==> src/hdl/kbd_router_defs.vh <==
// Constants for the terminal keyboard front end and character router.
// Assumes a single 125 MHz pclk domain and an APB register port.
`ifndef KBD_ROUTER_DEFS_VH
`define KBD_ROUTER_DEFS_VH

// Clock rate and documented times.
`define CLK_MHZ 125
`define DEBOUNCE_US 8000
`define STROBE_US 300
`define HOLD_US 1000000
`define REPEAT_DIV 4

// Register byte addresses.
`define ADDR_CTRL 8'h00
`define ADDR_STATUS 8'h04
`define ADDR_MASK 8'h08
`define ADDR_RX_DATA 8'h0c
`define ADDR_TX_DATA 8'h10
`define ADDR_MODE 8'h14

// Control register fields.
`define CTRL_CPU_TX_OWN 0
`define CTRL_CPU_SENDING 1
`define CTRL_RESET 2'h0

// Status and mask fields.
`define ST_RX_AVAIL 0
`define ST_KEY_EVENT 1
`define ST_SEND_REQ 2
`define ST_OVERRUN 3
`define ST_WIDTH 4
`define MASK_RESET 4'h0

// Key code word: seven code bits plus the repeat flag.
`define CODE_REPEAT_BIT 7

`endif

==> src/hdl/key_code_rom.v <==
// Key code lookup memory: scan index plus modifiers in, code out.
// Assumes the address is steady for a cycle; data leaves a register.
`timescale 1ns/1ps
module key_code_rom (
    input wire pclk,
    input wire presetn,
    input wire [9:0] addr,
    output reg [7:0] data
);
    reg [6:0] base;
    reg [6:0] c;
    reg rep;
    wire [5:0] idx = addr[5:0];
    wire shift = addr[6];
    wire ctrl = addr[7];
    wire num = addr[8];
    wire ucl = addr[9];

    // -----------------------------------------------------------------
    // Table contents
    // -----------------------------------------------------------------
    // Contents are computed rather than stored, which keeps the table
    // tiny while still covering every code; index 0 is space.
    always @* begin
        base = {1'b0, idx} + 7'h20;
        c = base;
        if (c >= 7'h40 && !shift) begin
            c = c | 7'h20;
        end else if (c < 7'h40 && shift) begin
            c = c ^ 7'h10;
        end
        if (ucl && c >= 7'h61 && c <= 7'h7a) begin
            c = c & 7'h5f;
        end
        if (ctrl) begin
            c = c & 7'h1f;
        end
        // digit overlay keys
        // The overlay is applied last so no modifier can alter a digit.
        if (num) begin
            case (base)
                7'h4a: c = 7'h34;
                7'h4b: c = 7'h35;
                7'h4c: c = 7'h36;
                7'h49: c = 7'h38;
                7'h4f: c = 7'h39;
                7'h56: c = 7'h30;
                default: c = c;
            endcase
        end
        rep = (idx == 6'h00) || (idx == 6'h0e);
    end

    // Registered read port.
    always @(posedge pclk or negedge presetn) begin
        if (!presetn) begin
            data <= 8'h00;
        end else begin
            data <= {rep, c};
        end
    end
endmodule // key_code_rom

==> src/hdl/terminal_keyboard_line_router.v <==
// Keyboard strobe, auto-repeat and character routing for a terminal.
// Assumes keyboard and UART pins are asynchronous; APB on pclk.
//
// Implementation choices: register access over APB and the register offsets.
`timescale 1ns/1ps
`include "kbd_router_defs.vh"
module terminal_keyboard_line_router #(
    parameter DEBOUNCE_CYCLES = `DEBOUNCE_US * `CLK_MHZ,
    parameter STROBE_CYCLES = `STROBE_US * `CLK_MHZ,
    parameter HOLD_CYCLES = `HOLD_US * `CLK_MHZ
) (
    input wire pclk,
    input wire presetn,
    input wire psel,
    input wire penable,
    input wire pwrite,
    input wire [7:0] paddr,
    input wire [31:0] pwdata,
    output reg [31:0] prdata,
    output wire pready,
    output wire pslverr,
    output wire irq,
    input wire key_down,
    input wire [5:0] key_index,
    input wire key_shift,
    input wire key_ctrl,
    input wire key_num,
    input wire upper_case_latch,
    input wire repeat_key,
    input wire send_key,
    input wire display_enable,
    input wire mode_online,
    input wire mode_half_duplex,
    input wire tx_ready,
    input wire rx_data_available,
    input wire [7:0] rx_data,
    output reg [7:0] tx_data,
    output reg tx_load,
    output reg rx_flag_reset_n,
    output reg key_strobe,
    output reg [6:0] key_code
);
    localparam SW = 26;
    // Counts arrive as 32-bit integers; every one fits in 27 bits.
    localparam [31:0] DEB_FULL = DEBOUNCE_CYCLES;
    localparam [31:0] STR_FULL = STROBE_CYCLES;
    localparam [31:0] HOLD_FULL = HOLD_CYCLES;
    localparam [31:0] DIV_FULL = `REPEAT_DIV - 1;
    localparam [26:0] DEB_MAX = DEB_FULL[26:0];
    localparam [26:0] STR_MAX = STR_FULL[26:0];
    localparam [26:0] HOLD_MAX = HOLD_FULL[26:0];
    localparam [1:0] DIV_LAST = DIV_FULL[1:0];

    // -----------------------------------------------------------------
    // Input synchronisers
    // -----------------------------------------------------------------
    reg [SW-1:0] sync1_reg;
    reg [SW-1:0] sync2_reg;
    wire [SW-1:0] raw_in = {key_down, key_index, key_shift, key_ctrl,
        key_num, upper_case_latch, repeat_key, send_key, display_enable,
        mode_online, mode_half_duplex, tx_ready, rx_data_available, rx_data};
    wire key_s = sync2_reg[25];
    // Bit positions follow the order of raw_in, key_down on top.
    wire [9:0] rom_addr = {sync2_reg[15], sync2_reg[16], sync2_reg[17],
        sync2_reg[18], sync2_reg[25] ? sync2_reg[24:19] : 6'h0};
    wire repeat_s = sync2_reg[14];
    wire send_s = sync2_reg[13];
    wire de_s = sync2_reg[12];
    wire online_s = sync2_reg[11];
    wire half_s = sync2_reg[10];
    wire tx_ready_s = sync2_reg[9];
    wire dav_s = sync2_reg[8];
    wire shift_s = sync2_reg[18];
    wire [7:0] rxd_s = sync2_reg[7:0];

    // Two stages on every non-APB input pin; only the second stage feeds logic.
    always @(posedge pclk or negedge presetn) begin
        if (!presetn) begin
            sync1_reg <= {SW{1'b0}};
            sync2_reg <= {SW{1'b0}};
        end else begin
            sync1_reg <= raw_in;
            sync2_reg <= sync1_reg;
        end
    end

    wire [7:0] rom_q;

    key_code_rom rom_u (
        .pclk(pclk),
        .presetn(presetn),
        .addr(rom_addr),
        .data(rom_q)
    );

    // -----------------------------------------------------------------
    // Debounce, hold timer and repeat divider
    // -----------------------------------------------------------------
    reg key_prev_reg;
    reg key_stable_reg;
    reg [26:0] deb_cnt_reg;
    reg key_rep_reg;
    reg [26:0] hold_cnt_reg;
    reg de_prev_reg;
    reg [1:0] div_reg;
    reg send_prev_reg;
    reg dav_prev_reg;
    reg send_shift_reg;

    wire deb_done = (deb_cnt_reg == DEB_MAX);
    wire key_stable_next = deb_done ? key_prev_reg : key_stable_reg;
    wire accept = key_stable_next & ~key_stable_reg;
    // release stops repeats
    // The raw level is used so repeats end without the debounce delay.
    wire held = key_stable_reg & key_s & (key_rep_reg | repeat_s);
    wire repeating = held & (hold_cnt_reg == HOLD_MAX);
    wire de_edge = de_s & ~de_prev_reg;
    wire tick = repeating & de_edge & (div_reg == DIV_LAST);
    wire trigger = accept | tick;

    // The counter restarts on every level change, so contact bounce
    // only stretches the wait and can never add a strobe.
    always @(posedge pclk or negedge presetn) begin
        if (!presetn) begin
            key_prev_reg <= 1'b0;
            key_stable_reg <= 1'b0;
            deb_cnt_reg <= 27'h0;
        end else begin
            key_prev_reg <= key_s;
            key_stable_reg <= key_stable_next;
            if (key_s != key_prev_reg) begin
                deb_cnt_reg <= 27'h0;
            end else if (!deb_done) begin
                deb_cnt_reg <= deb_cnt_reg + 27'h1;
            end
        end
    end

    // Hold timer and display-enable divider for repeats.
    always @(posedge pclk or negedge presetn) begin
        if (!presetn) begin
            key_rep_reg <= 1'b0;
            hold_cnt_reg <= 27'h0;
            de_prev_reg <= 1'b0;
            div_reg <= 2'h0;
        end else begin
            de_prev_reg <= de_s;
            if (accept) begin
                key_rep_reg <= rom_q[`CODE_REPEAT_BIT];
            end
            if (!held) begin
                hold_cnt_reg <= 27'h0;
            end else if (!repeating) begin
                hold_cnt_reg <= hold_cnt_reg + 27'h1;
            end
            if (!repeating) begin
                div_reg <= 2'h0;
            end else if (de_edge) begin
                div_reg <= div_reg + 2'h1;
            end
        end
    end

    // -----------------------------------------------------------------
    // Strobe generator
    // -----------------------------------------------------------------
    reg [26:0] str_cnt_reg;
    wire [6:0] key_char = accept ? rom_q[6:0] : key_code;

    // A fresh trigger restarts the pulse; repeats are far slower than it.
    always @(posedge pclk or negedge presetn) begin
        if (!presetn) begin
            str_cnt_reg <= 27'h0;
            key_strobe <= 1'b0;
            key_code <= 7'h00;
        end else begin
            if (trigger) begin
                key_code <= key_char;
                key_strobe <= 1'b1;
                str_cnt_reg <= 27'h1;
            end else if (key_strobe && str_cnt_reg == STR_MAX) begin
                key_strobe <= 1'b0;
                str_cnt_reg <= 27'h0;
            end else if (key_strobe) begin
                str_cnt_reg <= str_cnt_reg + 27'h1;
            end
        end
    end

    // -----------------------------------------------------------------
    // Register file
    // -----------------------------------------------------------------
    reg [1:0] ctrl_reg;
    reg [`ST_WIDTH-1:0] status_reg;
    reg [`ST_WIDTH-1:0] mask_reg;
    reg [7:0] rx_hold_reg;
    reg [`ST_WIDTH-1:0] set_bits;
    reg [31:0] rd_next;

    wire cpu_own = ctrl_reg[`CTRL_CPU_TX_OWN];
    wire cpu_sending = ctrl_reg[`CTRL_CPU_SENDING];
    wire wr = psel & penable & pwrite;
    wire hit = (paddr == `ADDR_CTRL) || (paddr == `ADDR_STATUS) ||
        (paddr == `ADDR_MASK) || (paddr == `ADDR_RX_DATA) ||
        (paddr == `ADDR_TX_DATA) || (paddr == `ADDR_MODE);
    wire wr_status = wr & (paddr == `ADDR_STATUS);
    wire [`ST_WIDTH-1:0] clr_bits = wr_status ? pwdata[`ST_WIDTH-1:0]
        : {`ST_WIDTH{1'b0}};

    assign pready = 1'b1;
    assign pslverr = psel & penable & ~hit;
    assign irq = |(status_reg & mask_reg);

    // -----------------------------------------------------------------
    // Routing of keyed and received characters
    // -----------------------------------------------------------------
    // suppress during buffer send
    wire blocked = cpu_sending;
    wire kb_owns = online_s & ~cpu_own;
    wire to_host = trigger & kb_owns & ~blocked;
    wire to_local = trigger & ~blocked & (~online_s | half_s);
    wire host_rx = dav_s & ~dav_prev_reg;
    wire cpu_tx = wr & (paddr == `ADDR_TX_DATA) & (cpu_own | cpu_sending);
    wire send_edge = send_s & ~send_prev_reg;

    // Event sources for the sticky status bits.
    always @* begin
        set_bits = {`ST_WIDTH{1'b0}};
        set_bits[`ST_RX_AVAIL] = host_rx | to_local;
        set_bits[`ST_KEY_EVENT] = trigger;
        set_bits[`ST_SEND_REQ] = send_edge & ~online_s;
        set_bits[`ST_OVERRUN] = ((to_host | cpu_tx) & ~tx_ready_s) |
            (host_rx & to_local);
    end

    // Transmitter load; a busy transmitter drops the character.
    always @(posedge pclk or negedge presetn) begin
        if (!presetn) begin
            tx_data <= 8'h00;
            tx_load <= 1'b0;
        end else begin
            tx_load <= 1'b0;
            if (to_host && tx_ready_s) begin
                tx_data <= {1'b0, key_char};
                tx_load <= 1'b1;
            end else if (cpu_tx && tx_ready_s) begin
                tx_data <= pwdata[7:0];
                tx_load <= 1'b1;
            end
        end
    end

    // Receive holding register; a host character wins over an echo.
    always @(posedge pclk or negedge presetn) begin
        if (!presetn) begin
            rx_hold_reg <= 8'h00;
            dav_prev_reg <= 1'b0;
            send_prev_reg <= 1'b0;
            send_shift_reg <= 1'b0;
            rx_flag_reset_n <= 1'b1;
        end else begin
            dav_prev_reg <= dav_s;
            send_prev_reg <= send_s;
            if (host_rx) begin
                rx_hold_reg <= rxd_s;
            end else if (to_local) begin
                rx_hold_reg <= {1'b0, key_char};
            end
            if (send_edge) begin
                send_shift_reg <= shift_s;
            end
            rx_flag_reset_n <= ~clr_bits[`ST_RX_AVAIL];
        end
    end

    // Control, sticky status and mask; a set wins over a clear.
    always @(posedge pclk or negedge presetn) begin
        if (!presetn) begin
            ctrl_reg <= `CTRL_RESET;
            status_reg <= {`ST_WIDTH{1'b0}};
            mask_reg <= `MASK_RESET;
        end else begin
            status_reg <= (status_reg & ~clr_bits) | set_bits;
            if (wr && paddr == `ADDR_CTRL) begin
                ctrl_reg <= pwdata[1:0];
            end
            if (wr && paddr == `ADDR_MASK) begin
                mask_reg <= pwdata[`ST_WIDTH-1:0];
            end
        end
    end

    // Read data is chosen in the setup cycle and held by a register.
    always @* begin
        rd_next = 32'h0;
        if (paddr == `ADDR_CTRL) begin
            rd_next[1:0] = ctrl_reg;
        end else if (paddr == `ADDR_STATUS) begin
            rd_next[`ST_WIDTH-1:0] = status_reg;
        end else if (paddr == `ADDR_MASK) begin
            rd_next[`ST_WIDTH-1:0] = mask_reg;
        end else if (paddr == `ADDR_RX_DATA) begin
            rd_next[7:0] = rx_hold_reg;
        end else if (paddr == `ADDR_MODE) begin
            rd_next[5:0] = {send_shift_reg, repeating, key_stable_reg,
                tx_ready_s, half_s, online_s};
        end
    end

    always @(posedge pclk or negedge presetn) begin
        if (!presetn) begin
            prdata <= 32'h0;
        end else if (psel && !penable) begin
            prdata <= rd_next;
        end
    end
endmodule // terminal_keyboard_line_router
==> config.mk <==
export PLATFORM = sky130hd
export DESIGN_NAME = terminal_keyboard_line_router
export DESIGN_NICKNAME = d
export VERILOG_FILES = /design/src/hdl/key_code_rom.v /design/src/hdl/terminal_keyboard_line_router.v
export VERILOG_INCLUDE_DIRS = /design/src /design/src/hdl
export SDC_FILE = /design/constraint.sdc
export NUM_CORES = 1
export LEC_CHECK = 0
export BUFFER_PORTS_ARGS = -buffer_cell sky130_fd_sc_hd__buf_2
export CORE_MARGIN = 2
export CORE_UTILIZATION = 42
export CTS_BUF_LIST = sky130_fd_sc_hd__clkbuf_2
export DETAILED_ROUTE_END_ITERATION = 8
export PLACE_DENSITY_LB_ADDON = 0.15
export SLEW_MARGIN = 20
export SYNTH_ARGS = -nofsm -noshare
export SYNTH_HDL_FRONTEND = slang
export SYNTH_SLANG_ARGS = --single-unit
==> constraint.sdc <==
create_clock -name pclk -period 4.3 [get_ports pclk]
set_input_delay 1.075 -clock pclk [delete_from_list [all_inputs] [get_ports pclk]]
set_output_delay 1.075 -clock pclk [all_outputs]
set_load 0.005 [all_outputs]
Word level (Yosys, flattened, before mapping)
Cells that the tools add are included.

Bits in registers: 194. Input bits: 71. Output and inout port bits: 53.

$add $sub $neg: 5. $lt $le $gt $ge: 4. Eq/ne operators: 20. Mux-type cells: 36. Bitwise gates (word level): 45. Reductions and logical operators: 25.

Operators with widths (count): $mux W27 (7); $add A27 B1 Y27 const B (3); $eq A7 B7 Y1 const B (6); $pmux W7 S6 (1); $mux W6 (6); $mux W8 (4); $eq A27 B16 Y1 const B (1); $eq A27 B20 Y1 const B (1); $eq A27 B27 Y1 const B (1); $and A1 B1 Y1 (23); $mux W7 (3); $mux W4 (5); $eq A8 B4 Y1 const B (2); $eq A8 B5 Y1 const B (2); $ge A7 B7 Y1 const B (2); $not A1 Y1 (11); $logic_and A1 B1 Y1 (10); $and A4 B4 Y4 (2); $eq A8 B3 Y1 const B (1); $logic_not A8 Y1 (1); $mux W2 (4); $add A6 B6 Y7 const B (1); $le A7 B7 Y1 const B (1); $lt A7 B7 Y1 const B (1); 17 further kinds (36).

Logic depth before layout (Yosys ltp)
Gate-level depths: netlist of run 1.

Word-level depth: 13. Gate-level depth with buffers: 10.

Cells and area by module
A second synthesis of run 1 with hierarchy kept.

Cell total of the unflattened synthesis: 861. Area total of the unflattened synthesis: 8946.1 µm².

Modules (own cells, without submodules): terminal_keyboard_line_router (instances 1, cells an instance 810, area each 8443.1 µm²); key_code_rom (instances 1, cells an instance 51, area each 503.0 µm²).

Worst setup path before layout of run 1
No wires, ideal clock.

Path type: reg-to-reg. Start point: reg deb_cnt_reg[11]. End point: reg tx_data[2]. Setup time: 0.125 ns. Arrival time: 2.959 ns. Data required time: 4.175 ns. Slack: 1.216 ns. Stages on the path, launching flop included: 8. Buffers on the path: 1. Cell sequence: dfrtp_1 or4b_1 or4_4 nor4_4 buf_4 mux2_2 mux2_2 mux2_2.

Cells in the longest elaborated chain, start to end: 8. Elaborated cells on any way between the ends: 10.

RTL lines: from (decl) (RTL line terminal_keyboard_line_router.v:101) `reg [26:0] deb_cnt_reg;`; from (signal assigned) (RTL line terminal_keyboard_line_router.v:134) `deb_cnt_reg <= deb_cnt_reg + 27'h1;`; $eq A27 B20 Y1 * (RTL line terminal_keyboard_line_router.v:110) `wire deb_done = (deb_cnt_reg == DEB_MAX);`; $mux W1 * (RTL line terminal_keyboard_line_router.v:111) `wire key_stable_next = deb_done ? key_prev_reg : key_stable_reg;`; $and A1 B1 Y1 * (RTL line terminal_keyboard_line_router.v:112) `wire accept = key_stable_next & ~key_stable_reg;`; $or A1 B1 Y1 (RTL line terminal_keyboard_line_router.v:119) `wire trigger = accept | tick;`; $and A1 B1 Y1 (2 in a row) (RTL line terminal_keyboard_line_router.v:220) `wire to_host = trigger & kb_owns & ~blocked;`; $logic_and A1 B1 Y1 (RTL line terminal_keyboard_line_router.v:243) `if (to_host && tx_ready_s) begin`; $mux W8 / $reduce_bool A2 Y1 (equally long branches); to (signal assigned) (RTL line terminal_keyboard_line_router.v:244) `tx_data <= {1'b0, key_char};`; to (signal assigned) (RTL line terminal_keyboard_line_router.v:247) `tx_data <= pwdata[7:0];`; to (decl) (RTL line terminal_keyboard_line_router.v:37) `output reg [7:0] tx_data,`.

Mark *: on every way between the ends. The rest lies on a longest branch, timed or not. A chain may end at the register's enable or synchronous reset.

Final worst setup path of run 1
Start point: reg hold_cnt_reg[4]. End point: reg tx_data[2].

Cells in the longest elaborated chain, start to end: 9. Elaborated cells on any way between the ends: 10.

RTL lines: from (decl) (RTL line terminal_keyboard_line_router.v:103) `reg [26:0] hold_cnt_reg;`; from (signal assigned) (RTL line terminal_keyboard_line_router.v:154) `hold_cnt_reg <= hold_cnt_reg + 27'h1;`; $eq A27 B27 Y1 * (RTL line terminal_keyboard_line_router.v:116) `wire repeating = held & (hold_cnt_reg == HOLD_MAX);`; $and A1 B1 Y1 * (RTL line terminal_keyboard_line_router.v:116); $and A1 B1 Y1 * (2 in a row) (RTL line terminal_keyboard_line_router.v:118) `wire tick = repeating & de_edge & (div_reg == DIV_LAST);`; $or A1 B1 Y1 * (RTL line terminal_keyboard_line_router.v:119); $and A1 B1 Y1 * (2 in a row) (RTL line terminal_keyboard_line_router.v:220); $logic_and A1 B1 Y1 * (RTL line terminal_keyboard_line_router.v:243); $mux W8 / $reduce_bool A2 Y1 (equally long branches).

Marked as above.

==> summary.txt, run 1 <==
Critical path
  – CP required: 4980 ps
  – CP endpoint kind: flip-flop
  – Critical path class: flip-flop to flip-flop
  – CP max FO: 8
  – Critical Path Source Type: flip-flop
  – Worst R2R Path Depth: 6
  – CP Data Arrival Time: 4030 ps

Detailed routing
  – Number of vias per cell: 5.21
  – DRT iter0 DRCs: 295
  – Wirelength, routed: 18400 um
  – DR pass1 iterations: 5
  – Residual DRC: 0
  – Vias: 6199
  – DR WL/cell: 15.5 um
  – Antenna Nets Post-Route: 0

Place
  – Routability congestion estimate: 0.772
  – Buffers on Ports: 74
  – Dpl hpwl: 12800 um

Synthesis
  – Mapped Cells: 831
  – Synth top area share: 0.551
  – Commonest cells in the netlist: 193 x dfrtp_1, 85 x nand2_1, 81 x nor2_1
  – Yosys reg bits: 194
  – Post-synth ARST share: 1.00
  – Most area-hungry cell type in the Yosys netlist: dfrtp_1
  – Post-synth design cell area: 8770 um^2
  – Top FF cell, synth: dfrtp_1
  – Synthesized area per cell: 10.5 um^2
  – Synth Warn #: 0
  – Synth cell types: 59
  – Synth top area cells: dfrtp_1 55%, mux2_2 4.1%, nand2_1 3.6%, nor2_1 3.5%, xor2_1 3.1%
  – Sequential area share after synthesis: 0.554
  – Most common cell in the synthesized netlist: dfrtp_1
  – Post-synth EDFFs: 0

Die
  – Die width: 148 um
  – # IOs: 124
  – # rows: 52
  – Vert. Die Dim: 148 um
  – Die ar.: 22000 um^2
  – Initial cell density of the core: 0.430
  – Core footprint: 20400 um^2

STA
  – Setup TNS: 0 ps
  – Headroom to the max-slew limit: 0.248
  – Hold Fails Final Rpt: 0
  – Final setup viols: 0
  – Min Tclk post-route: 3350 ps
  – Max-slew violations: 0
  – RSZ-0062 raised after global routing: false
  – Clk_skew: 55.4 ps
  – Least-Margin Pin Slew: 1130 ps
  – Period utilization: 0.779
  – Fmax: 0.298 GHz

Clocking
  – Worst-Skew Late Latency: 800 ps
  – Max Buffers Root-to-Sink: 2
  – Clock Sinks: 194
  – CTS tree: built
  – Hold-fix buffers, CTS: 0
  – Gates resized, CTS repair: 0
  – Clk root buf: clkbuf_2
  – Clock transition at path regs: 360 ps
  – Total CTS buffers: 17
  – H-tree Lvls: 4
  – Post-CTS Setup Inserts: 0

Pwr
  – VDD IR max: 249 uV
  – Leak Pwr: 4.32 nW
  – Seq pwr share: 0.618
  – Logic pwr share: 0.054
  – PwrDens: 321 nW/um^2
  – Total power: 0.00310 W
  – Clock power frac: 0.329
  – Pint: 0.00218 W
  – Switching Fraction: 0.298
  – Switch Pwr: 0.000923 W

Finish
  – P&R area growth vs syn: 10.3%
  – Share of layout cells above drive strength 1: 0.178
  – Layout net count: 983

GRT
  – Antenna violations before repair: 1
  – Vias in the first global route: 5753
  – Grt total ovfl: 0
  – First-pass GRT wire length: 30200 um
  – Largest net degree at the start of global routing: 102
  – Overall Global Routing Usage: 0.174

Status
  – Status: finished, final reports clean

Run
  – Max capacitance violation total: 0

Hold path
  – Hold/Removal Path Class: input pin to asynchronous set/reset pin
==> stage by stage <==
step	worst slack [ps]	hold WS [ps]	cells	area, um^2	utilization
2_1_floorplan	1220	331	854	8850	-
3_5_place_dp	1040	335	1156	9370	0.460
3_3_place_gp	1030	333	1156	9370	0.460
5_1_grt	848	181	1189	9670	0.475
4_1_cts	945	248	1188	9670	0.475
6_report	949	323	1189	9670	0.475
==> logic make-up (layout without fill, tap and decap cells) <==
family | Yosys count | count (layout) | share of synthesized area
and+or+nand+nor | 334 | 334 | 0.196
DFF | 194 | 194 | 0.554
AOI/OAI and AO/OA | 127 | 127 | 0.0914
buffers and inverters | 74 | 138 | 0.0437
xor gates and xnor gates | 48 | 48 | 0.0480
muxes | 45 | 45 | 0.0560
adders and majority gates | 7 | 7 | 0.00999
other | 2 | 26 | 0.000857
==> metal layers <==
layer / global-route usage / wire [um]
met2: 0.247 / 8040
met1: 0.268 / 9320
met5: 0 / 0
met4: 0.0429 / 185
met3: 0.0405 / 847
==> cell usage in the layout (no fill, tap or decap), types with 11 or more instances in the layout <==
cell,count
nand3_1,37
nand4_1,17
inv_1,20
nor3_1,12
mux2_2,32
a21oi_1,31
and3_1,16
a31oi_1,25
dfrtp_1,193
nand2_1,85
xnor2_1,17
conb_1,25
clkbuf_2,17
xor2_1,31
buf_4,11
buf_2,73
mux2i_1,13
nor4_1,13
nor2_1,81
o21ai_0,29
==> power groups by stage <==
stage          combinational, W  sequential [W]  clock (W)
3_3_place_gp           0.000168         0.00194          0
5_1_grt                0.000191         0.00193    0.00114
6_report               0.000166         0.00192    0.00102
2_1_floorplan         0.0000990         0.00193          0
3_5_place_dp           0.000170         0.00194          0
4_1_cts                0.000170         0.00192    0.00106
==> final timing paths <==
| kind | from | end | slack [ps] |
|---|---|---|---|
| worst max-delay path | hold_cnt_reg[4] | tx_data[2] | 950 |
| worst min-delay path | presetn | str_cnt_reg[24] | 320 |
| worst max register to register | hold_cnt_reg[4] | tx_data[2] | 950 |
| worst min register to register | sync1_reg[12] | sync2_reg[12] | 390 |
| max in group asynchronous | presetn | send_shift_reg | 3020 |
| min in group pclk | upper_case_latch | sync1_reg[15] | 340 |
==> worst max-delay path, cell delays in order, from the launching register on <==
cell      delay, ps
dfrtp_1         500
or4b_1          530
or4_1           630
nor4_4          540
o211ai_2        240
a21boi_4        420
mux2_2          380
==> cell type report <==
| type | instances | area, um^2 |
|---|---|---|
| Tap cell | 270 | 338 |
| Clock inverter | 15 | 214 |
| Antenna cell | 1 | 2.50 |
| Timing Repair Buffer | 86 | 482 |
| Multi-Input combinational cell | 586 | 3620 |
| Clock buffer | 17 | 85.1 |
| Fill cell | 1973 | 10700 |
| Inverter | 20 | 75.1 |
| Sequential cell | 194 | 4860 |
(Power assumes the default switching activity.)
==> run 2: changes to the inputs <==
--- a/config.mk
+++ b/config.mk
@@ -6,6 +6,7 @@
 export SDC_FILE = /design/constraint.sdc
 export NUM_CORES = 1
 export LEC_CHECK = 0
+export ABC_AREA = 1
 export BUFFER_PORTS_ARGS = -buffer_cell sky130_fd_sc_hd__buf_2
 export CORE_MARGIN = 2
 export CORE_UTILIZATION = 42
==> constraint.sdc (replaced) <==
create_clock -name pclk -period 2.7 [get_ports pclk]
set_input_delay 0.675 -clock pclk [delete_from_list [all_inputs] [get_ports pclk]]
set_output_delay 0.675 -clock pclk [all_outputs]
set_load 0.005 [all_outputs]
==> summary.txt, run 2 <==
Detailed routing
  – Wirelength, routed: 21300 um (was 18400 um)
  – DRT iter0 DRCs: 447 (was 295)
  – DR pass1 iterations: 5 (unchanged)
  – Number of vias per cell: 4.91 (was 5.21)
  – Antenna Nets Post-Route: 0 (unchanged)
  – Residual DRC: 0 (unchanged)
  – Vias: 7548 (was 6199)
  – DR WL/cell: 13.8 um (was 15.5 um)

Place
  – Buffers on Ports: 74 (unchanged)
  – Routability congestion estimate: 0.867 (was 0.772)
  – Pre-CTS WS: 346 ps (was 1040 ps)
  – Dpl hpwl: 15400 um (was 12800 um)

Critical path
  – CP required: 2030 ps (was 4980 ps)
  – Critical R2R Capture: str_cnt_reg[26] (was tx_data[2])
  – Critical-path top delay cell: nor2_1 (was or4_1)
  – CP Data Arrival Time: 1640 ps (was 4030 ps)
  – CP peak stage delay: 240 ps (was 630 ps)
  – Critical Path Source Type: input pin (was flip-flop)
  – Worst-path cell chain: buf_2 -> nor2_1 -> inv_1 -> nor3_1 -> nand2_1 -> nand4_1 -> nor2_1 -> buf_2 (was or4b_1 -> or4_1 -> nor4_4 -> o211ai_2 -> a21boi_4 -> mux2_2)
  – Critical path class: input pin to primary output (was flip-flop to flip-flop)
  – CP endpoint kind: primary output (was flip-flop)
  – Worst R2R Path Depth: 11 (was 6)
  – CP max FO: 5 (was 8)
  – Reg2reg start: deb_cnt_reg[0] (was hold_cnt_reg[4])
  – Worst reg-to-reg setup slack: 390 ps (was 950 ps)

Run
  – Max capacitance violation total: 0 (unchanged)

Clocking
  – Post-CTS Setup Inserts: 0 (unchanged)
  – CTS tree: built (unchanged)
  – Total CTS buffers: 17 (unchanged)
  – Clock transition at path regs: 310 ps (was 360 ps)
  – Worst-Skew Late Latency: 750 ps (was 800 ps)
  – H-tree Lvls: 4 (unchanged)
  – Clk root buf: clkbuf_2 (unchanged)
  – Max Buffers Root-to-Sink: 2 (unchanged)
  – Clock Sinks: 194 (unchanged)

STA
  – Clk_skew: 41.6 ps (was 55.4 ps)
  – Fmax: 0.432 GHz
  – Fin worst setup slack: 387 ps (was 949 ps)
  – Period utilization: 0.857
  – Hold_ws: 169 ps (was 323 ps)
  – Max-slew violations: 0 (unchanged)
  – Final setup viols: 0 (unchanged)
  – Min Tclk post-route: 2310 ps
  – RSZ-0062 raised after global routing: false (unchanged)
  – Setup TNS: 0 ps (unchanged)
  – Least-Margin Pin Slew: 579 ps (was 1130 ps)
  – Headroom to the max-slew limit: 0.610 (was 0.248)
  – Hold Fails Final Rpt: 0 (unchanged)

Synthesis
  – Mapped Cells: 1134 (was 831)
  – Post-synth EDFFs: 0 (unchanged)
  – Synth top area share: 0.510 (was 0.551)
  – Commonest cells in the netlist: 234 x nand2_1, 193 x dfrtp_1, 153 x inv_1 (was 193 x dfrtp_1, 85 x nand2_1, 81 x nor2_1)
  – Mux contribution to synthesized area: 0.00119 (was 0.0560)
  – Simple-gate share of the synthesized area: 0.253 (was 0.196)
  – Xor and xnor area share after synthesis: 0.0278 (was 0.0480)
  – Post-synthesis adder-cell area fraction: 0.00925 (was 0.00999)
  – Post-synth design cell area: 9470 um^2 (was 8770 um^2)
  – Synthesized area per cell: 8.35 um^2 (was 10.5 um^2)
  – Compound-Gate Fraction of Synth Area: 0.0981 (was 0.0914)
  – Most common cell in the synthesized netlist: nand2_1 (was dfrtp_1)
  – Largest family of logic cells by synthesized area: simple AND/OR/NAND/NOR gates (unchanged)
  – Synth top area cells: dfrtp_1 51%, nand2_1 9.3%, inv_1 6.1%, nor2_1 4.2%, o21ai_0 4.1% (was dfrtp_1 55%, mux2_2 4.1%, nand2_1 3.6%, nor2_1 3.5%, xor2_1 3.1%)
  – Post-synth ARST share: 1.00 (unchanged)
  – Most area-hungry cell type in the Yosys netlist: dfrtp_1 (unchanged)
  – Synth Warn #: 0 (unchanged)
  – Top FF cell, synth: dfrtp_1 (unchanged)
  – Yosys reg bits: 194 (unchanged)
  – Sequential area share after synthesis: 0.513 (was 0.554)
  – Synth cell types: 50 (was 59)

Pwr
  – PwrDens: 455 nW/um^2 (was 321 nW/um^2)
  – Leak Pwr: 4.87 nW (was 4.32 nW)
  – Total power: 0.00483 W (was 0.00310 W)
  – VDD IR max: 310 uV (was 249 uV)

GRT
  – Grt total ovfl: 0 (unchanged)
  – Overall Global Routing Usage: 0.184 (was 0.174)
  – First-pass GRT wire length: 35500 um (was 30200 um)
  – Largest net degree at the start of global routing: 56 (was 102)
  – Vias in the first global route: 7138 (was 5753)
  – Antenna violations before repair: 1 (unchanged)

Hold path
  – WHS Path Cells: 3
  – Worst Hold End: tx_data[7]
  – Hold path start: pwdata[7]
  – Hold/Removal Path Class: input pin to flip-flop (was input pin to asynchronous set/reset pin)

Die
  – Die width: 154 um (was 148 um)
  – # rows: 54 (was 52)
  – Initial cell density of the core: 0.431 (was 0.430)
  – Vert. Die Dim: 154 um (was 148 um)
  – # IOs: 124 (unchanged)
  – Die ar.: 23800 um^2 (was 22000 um^2)
  – Core footprint: 22000 um^2 (was 20400 um^2)

Finish
  – P&R area growth vs syn: 12.3% (was 10.3%)
  – Commonest non-fill, non-tap cell in the layout: nand2_1 (was dfrtp_1)
  – Share of layout cells above drive strength 1: 0.120 (was 0.178)
  – Layout net count: 1319 (was 983)
  – Most frequent cells in the layout: 234 x nand2_1, 193 x dfrtp_1, 153 x inv_1 (was 193 x dfrtp_1, 85 x nand2_1, 81 x nor2_1)

Status
  – Status: finished, final reports clean (unchanged)
-- run 2: cell types whose count changed in the layout (fill, tap and decap cells not counted), moves of 11 or more --
cell           previous run  this run
nand3_1                  37        66
o21ai_1                   2        16
and3_1                   16         1
a21oi_1                  31        42
nor2_1                   81       106
mux2i_1                  13         0
a31oi_1                  25         5
o21ai_0                  29        77
nand2_1                  85       234
inv_1                    20       153
dlygate4sd3_1             0        28
nand4_1                  17        51
mux2_2                   32         1
nor3_1                   12        33
-- run 2: timing repair --
item	CTS	global route
gates resized for setup	0	0
hold endpoints to repair	78	0
hold buffers	28	0
-- run 2: layout make-up --
type                            count  area, um^2
Fill cell                        2163       11300
Clock buffer                       17        85.1
Antenna cell                        2        5.00
Tap cell                          280         350
Sequential cell                   194        4860
Clock inverter                     15         180
Timing Repair Buffer              113         779
Inverter                          157         592
Multi-Input combinational cell    758        3780
-- run 2: logic make-up (layout without fill, tap and decap cells) --
family	Yosys count	count (layout)
AND/OR/NAND/NOR	527	527
buffers and inverters	205	302
flip-flops	194	194
AO/OA/AOI/OAI	168	168
XOR/XNOR	30	30
adder cells (fa/ha/maj)	7	7
other	2	27
multiplexers	1	1
-- run 2: layer usage --
| metal | global-route usage | up-vias | routed length, um |
|---|---|---|---|
| li1 | - | 3860 | - |
| met2 | 0.293 | 118 | 9800 |
| met4 | 0.0512 | 0 | 400 |
| met3 | 0.0355 | 17 | 733 |
| met1 | 0.259 | 3553 | 10300 |
| met5 | 0 | - | 0 |
-- run 2: worst max path at each step --
stage                    from             end  slack [ps]  cells after the start
2_1_floorplan        paddr[1]         pslverr         720                      4
3_3_place_gp         paddr[5]       prdata[3]         360                     10
3_5_place_dp         paddr[5]       prdata[3]         350                     10
4_1_cts         status_reg[3]             irq         310                      3
5_1_grt        deb_cnt_reg[0]  str_cnt_reg[7]         100                     11
6_report             paddr[1]         pslverr         390                      8
-- run 2: where the power goes --
group	switching, W	internal, W
logic	0.000183	0.000109
clock network	0.00117	0.000337
registers	0.0000440	0.00299
total	0.00140	0.00343
-- run 2: critical path, delay by kind of cell --
family,cells,cell delay (ps)
buffers and inverters,3,300
and+or+nand+nor,5,670
-- run 2: through the flow --
stage	area [um^2]	std cells	utilization
after floorplan	9550	1157	-
after global placement	10100	1474	0.459
after detailed placement	10100	1474	0.459
after CTS	10600	1534	0.484
after global routing	10600	1536	0.484
final	10600	1536	0.484
